`src/logic/timer0_pkg.sv`:
```
package timer0_pkg;

  // Register offsets
  localparam logic [7:0] OFS_TIMER_COUNT         = 8'h01;
  localparam logic [7:0] OFS_INTERRUPT_CONTROL   = 8'h0B;
  localparam logic [7:0] OFS_TIMER_CONFIGURATION = 8'h81;

  // Reset values
  localparam logic [7:0] RST_TIMER_COUNT         = 8'h00;
  localparam logic [7:0] RST_INTERRUPT_CONTROL   = 8'h00;
  localparam logic [7:0] RST_TIMER_CONFIGURATION = 8'hFF;

  // Field positions in timer_configuration
  localparam int unsigned BIT_CLOCK_SOURCE_SELECT = 5;
  localparam int unsigned BIT_SOURCE_EDGE_SELECT  = 4;
  localparam int unsigned BIT_PRESCALER_ASSIGN    = 3;
  localparam int unsigned BIT_PRESCALE_RATIO_LSB  = 0;
  localparam int unsigned PRESCALE_RATIO_WIDTH    = 3;

  // Field positions in interrupt_control
  localparam int unsigned BIT_OVERFLOW_IRQ_ENABLE = 5;
  localparam int unsigned BIT_OVERFLOW_FLAG       = 2;

  // Clock phases per instruction cycle and counts
  localparam logic [1:0] PHASE_TWO           = 2'h1;
  localparam logic [1:0] PHASE_FOUR          = 2'h3;
  localparam logic [1:0] WRITE_INHIBIT_CYCLES = 2'h2;
  localparam logic [7:0] COUNT_MAX           = 8'hFF;

  typedef struct packed {
    logic [7:0] addr;
    logic [7:0] wdata;
    logic       wr;
    logic       rd;
  } bus_req_t;

  typedef struct packed {
    logic [1:0] phase;
    logic       pin_meta;
    logic       pin_sync;
    logic       sel_prev;
    logic       sampled;
    logic       sampled_prev;
    logic       pre_prev;
    logic       wdt_prev;
    logic [1:0] inhibit;
    logic [7:0] prescaler;
    logic [7:0] timer_count;
    logic [7:0] interrupt_control;
    logic [7:0] timer_configuration;
    logic [7:0] rdata;
    logic       irq;
    logic       wdt_out;
  } state_t;

endpackage

```
`src/logic/timer0_core.sv`:
```
// The strobed register port was chosen for this implementation.
`timescale 1ns/10ps
module timer0_core (
  input  wire logic       clk,
  input  wire logic       rst,
  input  wire logic       ce,
  input  wire logic [7:0] addr,
  input  wire logic [7:0] wdata,
  input  wire logic       wr,
  input  wire logic       rd,
  output logic      [7:0] rdata,
  input  wire logic       external_count_input,
  input  wire logic       sleep,
  input  wire logic       watchdog_clear_instr,
  input  wire logic       watchdog_tick,
  output logic            watchdog_postscaled,
  output logic            timer_irq
);

  timer0_pkg::state_t   st;
  timer0_pkg::state_t   next_st;
  timer0_pkg::bus_req_t req;

  logic       instr_tick;
  logic       sample_now;
  logic       src_sel;
  logic       ext_edge;
  logic       prescaler_assign;
  logic       counter_mode;
  logic [2:0] ratio;
  logic       pre_bit;
  logic       timer_tick;
  logic       wr_count;
  logic       wr_interrupt_control;
  logic       wr_config;
  logic       wdt_bit;
  logic       wdt_rise;

  assign req = '{addr: addr, wdata: wdata, wr: wr, rd: rd};

  assign prescaler_assign          = st.timer_configuration[timer0_pkg::BIT_PRESCALER_ASSIGN];
  assign counter_mode = st.timer_configuration[timer0_pkg::BIT_CLOCK_SOURCE_SELECT];
  assign ratio        = st.timer_configuration[timer0_pkg::BIT_PRESCALE_RATIO_LSB +:
                                               timer0_pkg::PRESCALE_RATIO_WIDTH];
  assign instr_tick   = (st.phase == timer0_pkg::PHASE_FOUR);
  assign sample_now   = (st.phase == timer0_pkg::PHASE_TWO) ||
                        (st.phase == timer0_pkg::PHASE_FOUR);
  // Flip the synced pin so that the chosen edge is always a rise
  assign src_sel      = st.pin_sync ^
                        st.timer_configuration[timer0_pkg::BIT_SOURCE_EDGE_SELECT];
  assign ext_edge     = src_sel & ~st.sel_prev;
  assign pre_bit      = st.prescaler[ratio];
  assign wr_count     = req.wr && (req.addr == timer0_pkg::OFS_TIMER_COUNT);
  assign wr_interrupt_control    = req.wr && (req.addr == timer0_pkg::OFS_INTERRUPT_CONTROL);
  assign wr_config    = req.wr && (req.addr == timer0_pkg::OFS_TIMER_CONFIGURATION);
  // Watchdog ratio 0 means no postscale: bit below the timer's tap
  assign wdt_bit      = (ratio == 3'h0) ? watchdog_tick : st.prescaler[3'(ratio - 3'h1)];
  assign wdt_rise     = (ratio == 3'h0) ? watchdog_tick : (wdt_bit & ~st.wdt_prev);

  always_comb begin
    if (counter_mode) begin
      timer_tick = st.sampled & ~st.sampled_prev;
    end else if (prescaler_assign) begin
      timer_tick = instr_tick;
    end else begin
      timer_tick = pre_bit & ~st.pre_prev;
    end
  end

  always_comb begin
    next_st          = st;
    next_st.phase    = 2'(st.phase + 2'h1);
    next_st.pin_meta = external_count_input;
    next_st.pin_sync = st.pin_meta;
    next_st.sel_prev = src_sel;
    next_st.pre_prev = pre_bit;
    next_st.wdt_prev = wdt_bit;
    next_st.rdata    = 8'h00;
    next_st.wdt_out  = 1'b0;
    // Delay tracked every cycle so one sampled rise gives one tick only
    next_st.sampled_prev = st.sampled;

    // Sampling only at two phases keeps the count tied to the CPU cycle
    if (sample_now) begin
      next_st.sampled = prescaler_assign ? src_sel : pre_bit;
    end

    // Shared prescaler, single counter for either owner
    if (!prescaler_assign) begin
      if ((counter_mode && ext_edge) || (!counter_mode && instr_tick)) begin
        next_st.prescaler = 8'(st.prescaler + 8'h01);
      end
    end else begin
      if (watchdog_tick) begin
        next_st.prescaler = 8'(st.prescaler + 8'h01);
      end
      next_st.wdt_out = wdt_rise;
    end

    if (st.inhibit != 2'h0 && instr_tick) begin
      next_st.inhibit = 2'(st.inhibit - 2'h1);
    end

    // Sleep freezes counting, so no overflow can ever arrive to wake
    if (timer_tick && st.inhibit == 2'h0 && !sleep) begin
      next_st.timer_count = 8'(st.timer_count + 8'h01);
      if (st.timer_count == timer0_pkg::COUNT_MAX) begin
        next_st.interrupt_control[timer0_pkg::BIT_OVERFLOW_FLAG] = 1'b1;
      end
    end

    if (watchdog_clear_instr && prescaler_assign) begin
      next_st.prescaler = 8'h00;
    end

    if (wr_count) begin
      next_st.timer_count = req.wdata;
      next_st.inhibit     = timer0_pkg::WRITE_INHIBIT_CYCLES;
      if (!prescaler_assign) begin
        next_st.prescaler = 8'h00;
      end
    end

    // Flag write: a same-cycle overflow still sets it
    if (wr_interrupt_control) begin
      next_st.interrupt_control = req.wdata;
      if (timer_tick && st.inhibit == 2'h0 && !sleep &&
          st.timer_count == timer0_pkg::COUNT_MAX) begin
        next_st.interrupt_control[timer0_pkg::BIT_OVERFLOW_FLAG] = 1'b1;
      end
    end

    if (wr_config) begin
      next_st.timer_configuration = req.wdata;
    end

    // No address reaches the prescaler itself
    if (req.rd) begin
      case (req.addr)
        timer0_pkg::OFS_TIMER_COUNT:         next_st.rdata = st.timer_count;
        timer0_pkg::OFS_INTERRUPT_CONTROL:   next_st.rdata = st.interrupt_control;
        timer0_pkg::OFS_TIMER_CONFIGURATION: next_st.rdata = st.timer_configuration;
        default:                             next_st.rdata = 8'h00;
      endcase
    end

    next_st.irq = next_st.interrupt_control[timer0_pkg::BIT_OVERFLOW_IRQ_ENABLE] &
                  next_st.interrupt_control[timer0_pkg::BIT_OVERFLOW_FLAG];
  end

  always_ff @(posedge clk or posedge rst) begin
    if (rst) begin
      st                     <= '0;
      st.timer_count         <= timer0_pkg::RST_TIMER_COUNT;
      st.interrupt_control   <= timer0_pkg::RST_INTERRUPT_CONTROL;
      st.timer_configuration <= timer0_pkg::RST_TIMER_CONFIGURATION;
    end else if (ce) begin
      st <= next_st;
    end
  end

  assign rdata               = st.rdata;
  assign timer_irq           = st.irq;
  assign watchdog_postscaled = st.wdt_out;

  // Checks
  property p_inhibit_hold;
    @(posedge clk) disable iff (rst)
      (ce && st.inhibit != 2'h0 && !wr_count) |=> (st.timer_count == $past(st.timer_count));
  endproperty
  a_inhibit_hold: assert property (p_inhibit_hold) else $error("count moved while inhibited");

  property p_write_inhibit;
    @(posedge clk) disable iff (rst)
      (ce && wr_count) |=> (st.inhibit == 2'h2) && (st.timer_count == $past(wdata));
  endproperty
  a_write_inhibit: assert property (p_write_inhibit) else $error("write did not arm inhibit");

  property p_timer_mode_step;
    @(posedge clk) disable iff (rst)
      (ce && !counter_mode && prescaler_assign && instr_tick && st.inhibit == 2'h0 && !sleep && !wr_count)
      |=> (st.timer_count == 8'($past(st.timer_count) + 8'h01));
  endproperty
  a_timer_mode_step: assert property (p_timer_mode_step) else $error("timer mode missed a step");

  property p_prescaler_step;
    @(posedge clk) disable iff (rst)
      (ce && !counter_mode && !prescaler_assign && instr_tick && !wr_count)
      |=> (st.prescaler == 8'($past(st.prescaler) + 8'h01));
  endproperty
  a_prescaler_step: assert property (p_prescaler_step) else $error("prescaler did not count");

  property p_write_clears_prescaler;
    @(posedge clk) disable iff (rst)
      (ce && wr_count && !prescaler_assign) |=> (st.prescaler == 8'h00) &&
      (st.timer_configuration == $past(st.timer_configuration));
  endproperty
  a_write_clears_prescaler: assert property (p_write_clears_prescaler) else $error("prescaler not cleared");

  property p_wdt_clear;
    @(posedge clk) disable iff (rst)
      (ce && watchdog_clear_instr && prescaler_assign && !wr_config) |=> (st.prescaler == 8'h00);
  endproperty
  a_wdt_clear: assert property (p_wdt_clear) else $error("watchdog clear missed prescaler");

  property p_overflow_flag;
    @(posedge clk) disable iff (rst)
      (ce && $past(ce) && $past(st.timer_count) == 8'hFF && st.timer_count == 8'h00 && !$past(wr))
      |-> st.interrupt_control[timer0_pkg::BIT_OVERFLOW_FLAG];
  endproperty
  a_overflow_flag: assert property (p_overflow_flag) else $error("overflow flag not set");

  property p_irq_gate;
    @(posedge clk) disable iff (rst)
      timer_irq |-> st.interrupt_control[timer0_pkg::BIT_OVERFLOW_IRQ_ENABLE] &&
                    st.interrupt_control[timer0_pkg::BIT_OVERFLOW_FLAG];
  endproperty
  a_irq_gate: assert property (p_irq_gate) else $error("irq without enable and flag");

  property p_sleep_stop;
    @(posedge clk) disable iff (rst)
      (ce && sleep && !wr_count) |=> (st.timer_count == $past(st.timer_count));
  endproperty
  a_sleep_stop: assert property (p_sleep_stop) else $error("timer ran in sleep");

  property p_counter_sync;
    @(posedge clk) disable iff (rst)
      (ce && counter_mode && st.timer_count != $past(st.timer_count) && !$past(wr))
      |-> $past(st.sampled) && !$past(st.sampled_prev);
  endproperty
  a_counter_sync: assert property (p_counter_sync) else $error("count without synced edge");

  property p_freeze;
    @(posedge clk) disable iff (rst)
      !ce
      |=> (st == $past(st));
  endproperty
  a_freeze: assert property (p_freeze) else $error("state moved with enable low");

  property p_phase_step;
    @(posedge clk) disable iff (rst)
      ce
      |=> (st.phase == 2'($past(st.phase) + 2'h1));
  endproperty
  a_phase_step: assert property (p_phase_step) else $error("phase counter skipped");

  property p_sync_chain;
    @(posedge clk) disable iff (rst)
      ce
      |=> (st.pin_sync == $past(st.pin_meta));
  endproperty
  a_sync_chain: assert property (p_sync_chain) else $error("pin synchroniser broken");

  property p_sample_hold;
    @(posedge clk) disable iff (rst)
      (ce && !sample_now)
      |=> (st.sampled == $past(st.sampled));
  endproperty
  a_sample_hold: assert property (p_sample_hold) else $error("sample taken off phase");

  property p_step_one;
    @(posedge clk) disable iff (rst)
      (ce && !wr_count)
      |=> (st.timer_count == $past(st.timer_count)) ||
          (st.timer_count == 8'($past(st.timer_count) + 8'h01));
  endproperty
  a_step_one: assert property (p_step_one) else $error("count jumped");

  property p_flag_sticky;
    @(posedge clk) disable iff (rst)
      (ce && st.interrupt_control[timer0_pkg::BIT_OVERFLOW_FLAG] && !wr_interrupt_control)
      |=> st.interrupt_control[timer0_pkg::BIT_OVERFLOW_FLAG];
  endproperty
  a_flag_sticky: assert property (p_flag_sticky) else $error("flag cleared by hardware");

  property p_irq_follow;
    @(posedge clk) disable iff (rst)
      (st.interrupt_control[timer0_pkg::BIT_OVERFLOW_IRQ_ENABLE] &&
       st.interrupt_control[timer0_pkg::BIT_OVERFLOW_FLAG]) |-> timer_irq;
  endproperty
  a_irq_follow: assert property (p_irq_follow) else $error("irq missing");

  property p_wdt_owner_quiet;
    @(posedge clk) disable iff (rst)
      (ce && !prescaler_assign)
      |=> !watchdog_postscaled;
  endproperty
  a_wdt_owner_quiet: assert property (p_wdt_owner_quiet) else $error("watchdog pulse");

  property p_prescaler_owned;
    @(posedge clk) disable iff (rst)
      (ce && prescaler_assign && !watchdog_tick && !watchdog_clear_instr && !wr_config)
      |=> (st.prescaler == $past(st.prescaler));
  endproperty
  a_prescaler_owned: assert property (p_prescaler_owned) else $error("shared count moved");

  property p_config_write;
    @(posedge clk) disable iff (rst)
      (ce && wr_config)
      |=> (st.timer_configuration == $past(wdata));
  endproperty
  a_config_write: assert property (p_config_write) else $error("config not written");

  property p_rdata_idle;
    @(posedge clk) disable iff (rst)
      (ce && !rd)
      |=> (rdata == 8'h00);
  endproperty
  a_rdata_idle: assert property (p_rdata_idle) else $error("read data without read");

  property p_read_count;
    @(posedge clk) disable iff (rst)
      (ce && rd && addr == timer0_pkg::OFS_TIMER_COUNT)
      |=> (rdata == $past(st.timer_count));
  endproperty
  a_read_count: assert property (p_read_count) else $error("count read wrong");

  property p_read_unmapped;
    @(posedge clk) disable iff (rst)
      (ce && rd && addr != timer0_pkg::OFS_TIMER_COUNT && addr != timer0_pkg::OFS_INTERRUPT_CONTROL &&
       addr != timer0_pkg::OFS_TIMER_CONFIGURATION) |=> (rdata == 8'h00);
  endproperty
  a_read_unmapped: assert property (p_read_unmapped) else $error("unmapped read nonzero");

  property p_counter_hold;
    @(posedge clk) disable iff (rst)
      (ce && counter_mode && !timer_tick && !wr_count)
      |=> (st.timer_count == $past(st.timer_count));
  endproperty
  a_counter_hold: assert property (p_counter_hold) else $error("count without edge");

  property p_prescaler_hold;
    @(posedge clk) disable iff (rst)
      (ce && !prescaler_assign && !counter_mode && !instr_tick && !wr_count)
      |=> (st.prescaler == $past(st.prescaler));
  endproperty
  a_prescaler_hold: assert property (p_prescaler_hold) else $error("prescaler ran off tick");

  property p_wdt_write_keeps;
    @(posedge clk) disable iff (rst)
      (ce && wr_count && prescaler_assign && !watchdog_tick && !watchdog_clear_instr)
      |=> (st.prescaler == $past(st.prescaler));
  endproperty
  a_wdt_write_keeps: assert property (p_wdt_write_keeps) else $error("watchdog count lost");

  c_overflow:  cover property (@(posedge clk) disable iff (rst) $rose(timer_irq));
  c_counter:   cover property (@(posedge clk) disable iff (rst)
                               counter_mode && timer_tick && ce);
  c_watchdog:  cover property (@(posedge clk) disable iff (rst) watchdog_postscaled);
  c_prescaled: cover property (@(posedge clk) disable iff (rst)
                               !prescaler_assign && !counter_mode && timer_tick && ce);
  c_clear:     cover property (@(posedge clk) disable iff (rst)
                               ce && wr_count && !prescaler_assign);

endmodule

```
`config.mk`:
```
export PLATFORM = sky130hd
export DESIGN_NAME = timer0_core
export DESIGN_NICKNAME = d
export VERILOG_FILES = /design/src/logic/timer0_pkg.sv /design/src/logic/timer0_core.sv
export SDC_FILE = /design/constraint.sdc
export NUM_CORES = 1
export LEC_CHECK = 0
export BUFFER_PORTS_ARGS = -buffer_cell sky130_fd_sc_hd__buf_2
export CAP_MARGIN = 20
export CORE_MARGIN = 2
export CORE_UTILIZATION = 45
export DETAILED_ROUTE_END_ITERATION = 12
export PLACE_DENSITY = 0.68
export SKIP_CTS_REPAIR_TIMING = 1
export SYNTH_ARGS = -nofsm -noshare
export SYNTH_HDL_FRONTEND = slang
export SYNTH_SLANG_ARGS = --single-unit
```
`constraint.sdc`:
```
create_clock -name clk -period 3.3 [get_ports clk]
set_input_delay 0.495 -clock clk [delete_from_list [all_inputs] [get_ports clk]]
set_output_delay 0.495 -clock clk [all_outputs]
set_load 0.02 [all_outputs]
```
==> results.cfg, run 1 <==
[die]
start_util_pct = 46.4
die_w_um = 87.7
die_area_um2 = 7690
core_area_um2 = 6790
num_io_pins = 35
rows = 30
die_h_um = 87.7

[setup_path]
critPathBufInv = 1
slowest_stage = dfstp_2
path_max_fanout = 8
start_kind = flip-flop
worstPathArrival_ns = 2.45
crit_family = multiplexers
worst_setup_path_end_kind = flip-flop
crit_required_ns = 3.51
crit_path_cell_trace = inv_1, ha_1, mux4_2, mux2i_1, a21oi_1, mux2_2
critPathMaxStageDelay_ns = 0.66
worstSetupPathType = flip-flop to flip-flop

[timing]
layout_min_cycle_time_ns = 2.24
fin_setup_tns_ns = 0
max_freq_ghz = 0.445
setup_viol = 0
finalWorstSetupSlack_ns = 1.06
max_slew_margin_pct = 60.1
maxSlewViolCount = 0
finalHoldViolations = 0
tightest_slew_ns = 0.599
skew_ns = 0.00758
period_share_pct = 68.0
hold_slack_ns = 0.109
rsz0062_at_grt = false

[cts]
cts.sinks = 53
cts_buffer_depth = 2
cts.reportedPaths.clkPinSlew_ns = 0.10
cts_tree = built
htree_levels = 2
clock-root-buffer = clkbuf_8
worstSkewPairLatency_ns = 0.31
cts_buffers = 5

[routing]
drc = 0
dr.pass1.iters = 4
drt_wl_total_um = 7000
drt-wirelength-per-cell_um = 16.4
vias = 2395
viasPerCell = 5.61
drt_iter0_markers = 124
drtAntennaViolNets = 0

[layout]
final_core_utilization_pct = 50.0
syn2layout_area_growth_pct = 7.82
diodes = 0
final_nets = 363
stdcell_area_um2 = 3400
nFillCells = 651
drive_gt1_share_pct = 26.6
final_cell_count_no_fill = 427

[synth]
yosysWarnings = 0
syn-num-nets = 340
synth_area_leaders = dfrtp_1 (36%), dfstp_2 (6.7%), mux2_2 (5.4%)
synth_top_cell_area_share_pct = 35.7
yosysMostFrequentCell = dfrtp_1
synth_cell_types = 61
ys_seq_area_share_pct = 42.4
synth_area_leader_cell = dfrtp_1
avgSynthCellArea_um2 = 10.2
postSynthCellCount = 308
synth_ff_type = dfrtp_1
async_flop_share_pct = 100
synthTopCellsByCount = dfrtp_1 (45), nor2_1 (34), a21oi_1 (21)
ys_ff_latch = 53
syn_area_um2 = 3150
synth_edf_count = 0

[placed_design]
post-place-cells = 420
dp_slack_ns = 1.04
finalWeightedCongestion = 0.909
postPlaceCellArea_um2 = 3310
hpwlAfterDp_um = 5110
io_buffer_count = 34

[grt]
grt_use_met1_pct = 25.7
antenna_found_initial = 0
grt_pass1_vias = 2293
use_met3_pct = 4.43
grtUsageMet2_pct = 31.0
grt_max_degree = 41
top_usage_layer = met2
overflow = 0
grt_pass1_wl_um = 11200
grt_use_total_pct = 19.2

[min_path]
hold_class = input pin to async pin

[power]
ir_drop_mv = 0.288
p_per_area_nw_per_um2 = 459
p_leak_nw = 1.51
p_total_mw = 1.56

[job]
drv_cap = 0

[status]
status = completed
sequential cells by signal (all words and copies together) (netlist names):
signal / flops
st: 36
rdata: 8
ratio: 3
next_st: 2
counter_mode: 1
prescaler_assign: 1
timer_irq: 1
watchdog_postscaled: 1
cell families (layout without fill, tap and decap cells):
family,after synthesis,in the layout,share of synthesized area (%)
buffers and inverters,32,55,6.27
xor gates and xnor gates,8,8,2.22
adders and majority gates,7,7,2.78
and+or+nand+nor,99,99,17.3
AOI/OAI and AO/OA,82,82,18.7
DFF,53,53,42.4
muxes,27,27,10.4
placed cells by master, fill, tap and decap left out, types with 3 or more instances in the layout:
cell,netlist,routed
o2bb2a_1,4,4
mux2_2,15,15
mux2i_1,6,6
o21ai_0,13,13
o2bb2ai_1,9,9
a31oi_1,3,3
clkbuf_8,2,6
nor3_1,4,4
nand4_1,5,5
nand2_1,19,19
nor2_1,34,34
inv_1,11,10
xnor2_1,6,6
nand3_1,6,6
and3_2,3,3
nor4_1,3,3
a22oi_1,9,9
dfstp_2,8,8
nor2b_1,5,5
nand2b_1,3,3
ha_1,7,7
buf_4,9,3
a21oi_1,21,21
o21a_1,4,4
and3_1,4,4
dfrtp_1,45,45
buf_2,1,34
worst reg2reg max path: cells and delay by family (launching register included):
kind                     cells  cell delay (ns)
adder cells (fa/ha/maj)      1             0.34
AO/OA/AOI/OAI                1             0.10
multiplexers                 3             0.94
buffers and inverters        1             0.11
flip-flops                   1             0.66
routing by layer:
layer	vias to the layer above	wire (um)
met3	9	375
met5	-	0
met2	59	3370
li1	1158	-
met1	1169	3140
met4	0	113
power breakdown:
group	internal [mW]	switching, mW
sequential	0.738	0.0913
clock	0.166	0.216
combinational	0.162	0.185
total	1.07	0.492
final cells by class:
cell class,instances,area (um2),share of cell area [%]
Multi-Input combinational cell,223,1620,47.6
Sequential cell,53,1340,39.3
Timing Repair Buffer,37,193,5.67
Tap cell,96,120,3.54
Clock buffer,6,82.6,2.43
Inverter,11,41.3,1.22
Clock inverter,1,7.51,0.221
final timing paths:
check | depth (start not counted) | slack [ns] | end | from
max in group asynchronous | 3 | 2.36 | st[16] | rst
setup reg to reg | 6 | 1.06 | st[44] | ratio[0]
hold reg to reg | 1 | 0.48 | rdata[2] | rdata[2]
hold / removal | 2 | 0.11 | st[52] | rst
setup / recovery | 6 | 1.06 | st[44] | ratio[0]
min in group clk | 2 | 0.40 | next_st[49] | external_count_input
No activity file was read; power rests on OpenSTA's default activity.
==> run 2: changes to the inputs <==
clock period = 2.3 ns   (was 3.3 ns; I/O delays follow)
==> results.cfg, run 2 (synthesized netlist as in run 1, its figures left out) <==
[routing]
dr.pass1.iters = 4
vias = 2401
drt_wl_total_um = 7140
drc = 0
drt_iter0_markers = 132
viasPerCell = 5.51
drt-wirelength-per-cell_um = 16.4
drtAntennaViolNets = 0

[setup_path]
r2r-start = ratio[1]
start_kind = flip-flop
reg2reg_slack_ns = 0.16
reg2reg_depth = 6
worstPathArrival_ns = 2.34
path_max_fanout = 7
crit_required_ns = 2.50
worst_setup_path_end_kind = flip-flop
r2r-end = st[44]
worstSetupPathType = flip-flop to flip-flop

[min_path]
hold_class = input pin to async pin

[timing]
fin_setup_tns_ns = 0
maxSlewViolCount = 0
max_freq_ghz = 0.468
setup_viol = 0
skew_ns = 0.00939
rsz0062_at_grt = false
period_share_pct = 92.8
max_slew_margin_pct = 59.9
layout_min_cycle_time_ns = 2.14
tightest_slew_ns = 0.602
finalHoldViolations = 0

[layout]
diodes = 0
drive_gt1_share_pct = 27.9
syn2layout_area_growth_pct = 9.53
nFillCells = 630
final_nets = 371
layout_commonest_cell = dfrtp_1
layout_common_cells = dfrtp_1 (45), nor2_1 (34), buf_2 (34)
top_register = st
largest_reg_flops = 36

[power]
p_total_mw = 2.23
ir_drop_mv = 0.432
p_per_area_nw_per_um2 = 647
p_leak_nw = 1.55

[grt]
overflow = 0
use_met3_pct = 3.68
top_usage_layer = met2
grt_use_total_pct = 20.0
grtUsageMet2_pct = 31.8
antenna_found_initial = 0
grt_pass1_vias = 2407
grt_max_degree = 24
grt_pass1_wl_um = 12000
grt_use_met1_pct = 28.0

[die]
start_util_pct = 46.4
die_h_um = 87.7
die_area_um2 = 7690
core_area_um2 = 6790
num_io_pins = 35
die_w_um = 87.7
rows = 30

[cts]
clock-root-buffer = clkbuf_8
worstSkewPairLatency_ns = 0.31
cts.reportedPaths.clkPinSlew_ns = 0.10
cts_buffer_depth = 2
cts.sinks = 53
htree_levels = 2
cts_tree = built
cts_buffers = 5

[placed_design]
io_buffer_count = 34
hpwlAfterDp_um = 5300
finalWeightedCongestion = 0.851

[job]
drv_cap = 0

[status]
status = completed
run 2: how the worst max path moves through the flow:
stage | cells after the start | start | end
finish | 6 | ratio[1] | st[44]
global route | 6 | ratio[1] | st[44]
CTS | 6 | ratio[1] | st[44]
detailed placement | 6 | ratio[1] | st[44]
global placement | 6 | ratio[1] | st[44]
floorplan | 7 | ratio[0] | st[44]
run 2: area by class of cell:
| type | count | area (um2) | area share [%] |
|---|---|---|---|
| flip-flops and latches | 53 | 1340 | 38.7 |
| well taps | 96 | 120 | 3.48 |
| multi-input cells | 223 | 1620 | 46.8 |
| repair buffers | 45 | 253 | 7.32 |
| inverters | 11 | 41.3 | 1.20 |
| clock inverters | 1 | 7.51 | 0.218 |
| clock buffers | 7 | 76.3 | 2.21 |
run 2: critical path, stage by stage (launching register included):
cell and delay (ns):
dfstp_2 0.59, inv_1 0.08, ha_1 0.33, mux4_2 0.50, mux2i_1 0.15, a21oi_1 0.11, mux2_2 0.27
run 2: metal layers:
| layer | vias up | wire [um] |
|---|---|---|
| met1 | 1168 | 3340 |
| met5 | - | 0 |
| met4 | 0 | 108 |
| met3 | 9 | 332 |
| met2 | 50 | 3360 |
| li1 | 1174 | - |
run 2: where the power goes:
part           internal, mW  leakage (nW)  switching, mW
registers              1.06         0.674          0.129
logic                 0.239         0.837          0.272
clock network         0.217        0.0385          0.317
run 2: through the flow:
stage / util (%) / setup WS [ns] / cells / area, um2 / hold WS (ns)
floorplan: - / 0.222 / 308 / 3150 / 0.451
global placement: 49.6 / 0.236 / 428 / 3370 / 0.396
detailed placement: 49.6 / 0.184 / 428 / 3370 / 0.397
CTS: 50.8 / 0.170 / 436 / 3450 / 0.0592
global route: 50.8 / 0.0780 / 436 / 3450 / 0.0841
finish: 50.8 / 0.165 / 436 / 3450 / 0.0389
==> run 3: changes to the inputs <==
CORE_UTILIZATION = 40   (was 45)
HOLD_SLACK_MARGIN = 0.1   (was default)
PLACE_DENSITY = default   (was 0.68)
==> results.cfg, run 3 (synthesized netlist as in run 1, its figures left out) <==
[status]
status = completed

[timing]
rsz0062_at_grt = false
skew_ns = 0.00993
finalHoldViolations = 0
layout_min_cycle_time_ns = 2.11
tightest_slew_ns = 0.607
setup_viol = 0
max_freq_ghz = 0.475
fin_setup_tns_ns = 0
maxSlewViolCount = 0
max_slew_margin_pct = 59.5
period_share_pct = 91.6
finalWorstSetupSlack_ns = 0.193

[power]
p_per_area_nw_per_um2 = 653
p_leak_nw = 1.57
ir_drop_mv = 0.342
p_total_mw = 2.28

[routing]
wl_met2_um = 3280
drt_iter0_markers = 138
drc = 0
drt-wirelength-per-cell_um = 16.1
drt_wl_total_um = 7100
route.met3.wl_um = 221
vias = 2381
top_layer_used = met4
dr.pass1.iters = 4
met1Wirelength_um = 3520
viasPerCell = 5.39
drtAntennaViolNets = 0

[layout]
syn2layout_area_growth_pct = 10.6
diodes = 0
layout_common_cells = dfrtp_1 (45), nor2_1 (34), buf_2 (34)
drive_gt1_share_pct = 28.5
top_register = st
nFillCells = 773
layout_commonest_cell = dfrtp_1
largest_reg_flops = 36
final_nets = 371
multi_input_area_um2 = 1620
seqCellArea_um2 = 1340

[cts]
worstSkewPairLatency_ns = 0.32
cts_buffer_depth = 2
cts.sinks = 53
cts_buffers = 5
cts_tree = built
cts.reportedPaths.clkPinSlew_ns = 0.10
htree_levels = 2
clock-root-buffer = clkbuf_8

[placed_design]
hpwlAfterDp_um = 5200
finalWeightedCongestion = 0.838
io_buffer_count = 34
dp_slack_ns = 0.192

[setup_path]
start_kind = flip-flop
path_max_fanout = 7
reg2reg_depth = 6
r2r-start = ratio[1]
worst_setup_path_end_kind = flip-flop
r2r-end = st[44]
reg2reg_slack_ns = 0.19
crit_required_ns = 2.52
worstPathArrival_ns = 2.33
worstSetupPathType = flip-flop to flip-flop

[grt]
grt_max_degree = 28
grt_pass1_wl_um = 11800
grt_use_total_pct = 17.6
antenna_found_initial = 0
grt_pass1_vias = 2220
overflow = 0

[min_path]
hold_class = input pin to async pin

[die]
start_util_pct = 41.0
core_area_um2 = 7690
die_h_um = 92.8
rows = 32
die_area_um2 = 8600
num_io_pins = 35
die_w_um = 92.8

[job]
drv_cap = 0
[run 3: cell types whose count changed in the layout (fill, tap and decap cells not counted)]
cell,before,now
buf_12,0,1
buf_4,11,10
clkbuf_1,2,0
clkbuf_8,5,6
clkinv_2,0,1
clkinv_4,0,1
clkinvlp_4,1,0
[run 3: layer usage]
metal | global-route usage (%) | vias up
met5 | 0 | -
met2 | 26.9 | 38
met1 | 25.5 | 1159
li1 | - | 1176
met4 | 4.17 | 0
met3 | 4.07 | 8
[run 3: critical path, stage by stage, from the launching register on]
cell,delay (ns)
dfstp_2,0.60
inv_1,0.09
ha_1,0.32
mux4_2,0.49
mux2i_1,0.15
a21oi_1,0.10
mux2_2,0.26
[run 3: where the power goes]
| group | switching [mW] | internal, mW |
|---|---|---|
| Combinational | 0.270 | 0.252 |
| Sequential | 0.122 | 1.06 |
| Clock | 0.328 | 0.245 |
[run 3: cell type report]
type                    count  area share [%]
well taps                 102            3.66
inverters                  11            1.19
repair buffers             45            7.61
flip-flops and latches     53            38.4
clock inverters             2           0.395
clock buffers               6            2.37
multi-input cells         223            46.4
[run 3: how the worst max path moves through the flow]
stage / end / from / cells past startpoint
floorplan: st[44] / ratio[0] / 7
global placement: st[44] / ratio[1] / 6
detailed placement: st[44] / ratio[1] / 6
CTS: st[44] / ratio[1] / 6
global route: st[44] / ratio[1] / 6
finish: st[44] / ratio[1] / 6
[run 3: metrics by stage]
| step | cell area, um2 | hold WS, ns | instances | utilization, % |
|---|---|---|---|---|
| 2_1_floorplan | 3150 | 0.451 | 308 | - |
| 3_3_place_gp | 3390 | 0.460 | 434 | 44.1 |
| 3_5_place_dp | 3390 | 0.472 | 434 | 44.1 |
| 4_1_cts | 3480 | 0.121 | 442 | 45.3 |
| 5_1_grt | 3480 | 0.146 | 442 | 45.3 |
| 6_report | 3480 | 0.0871 | 442 | 45.3 |
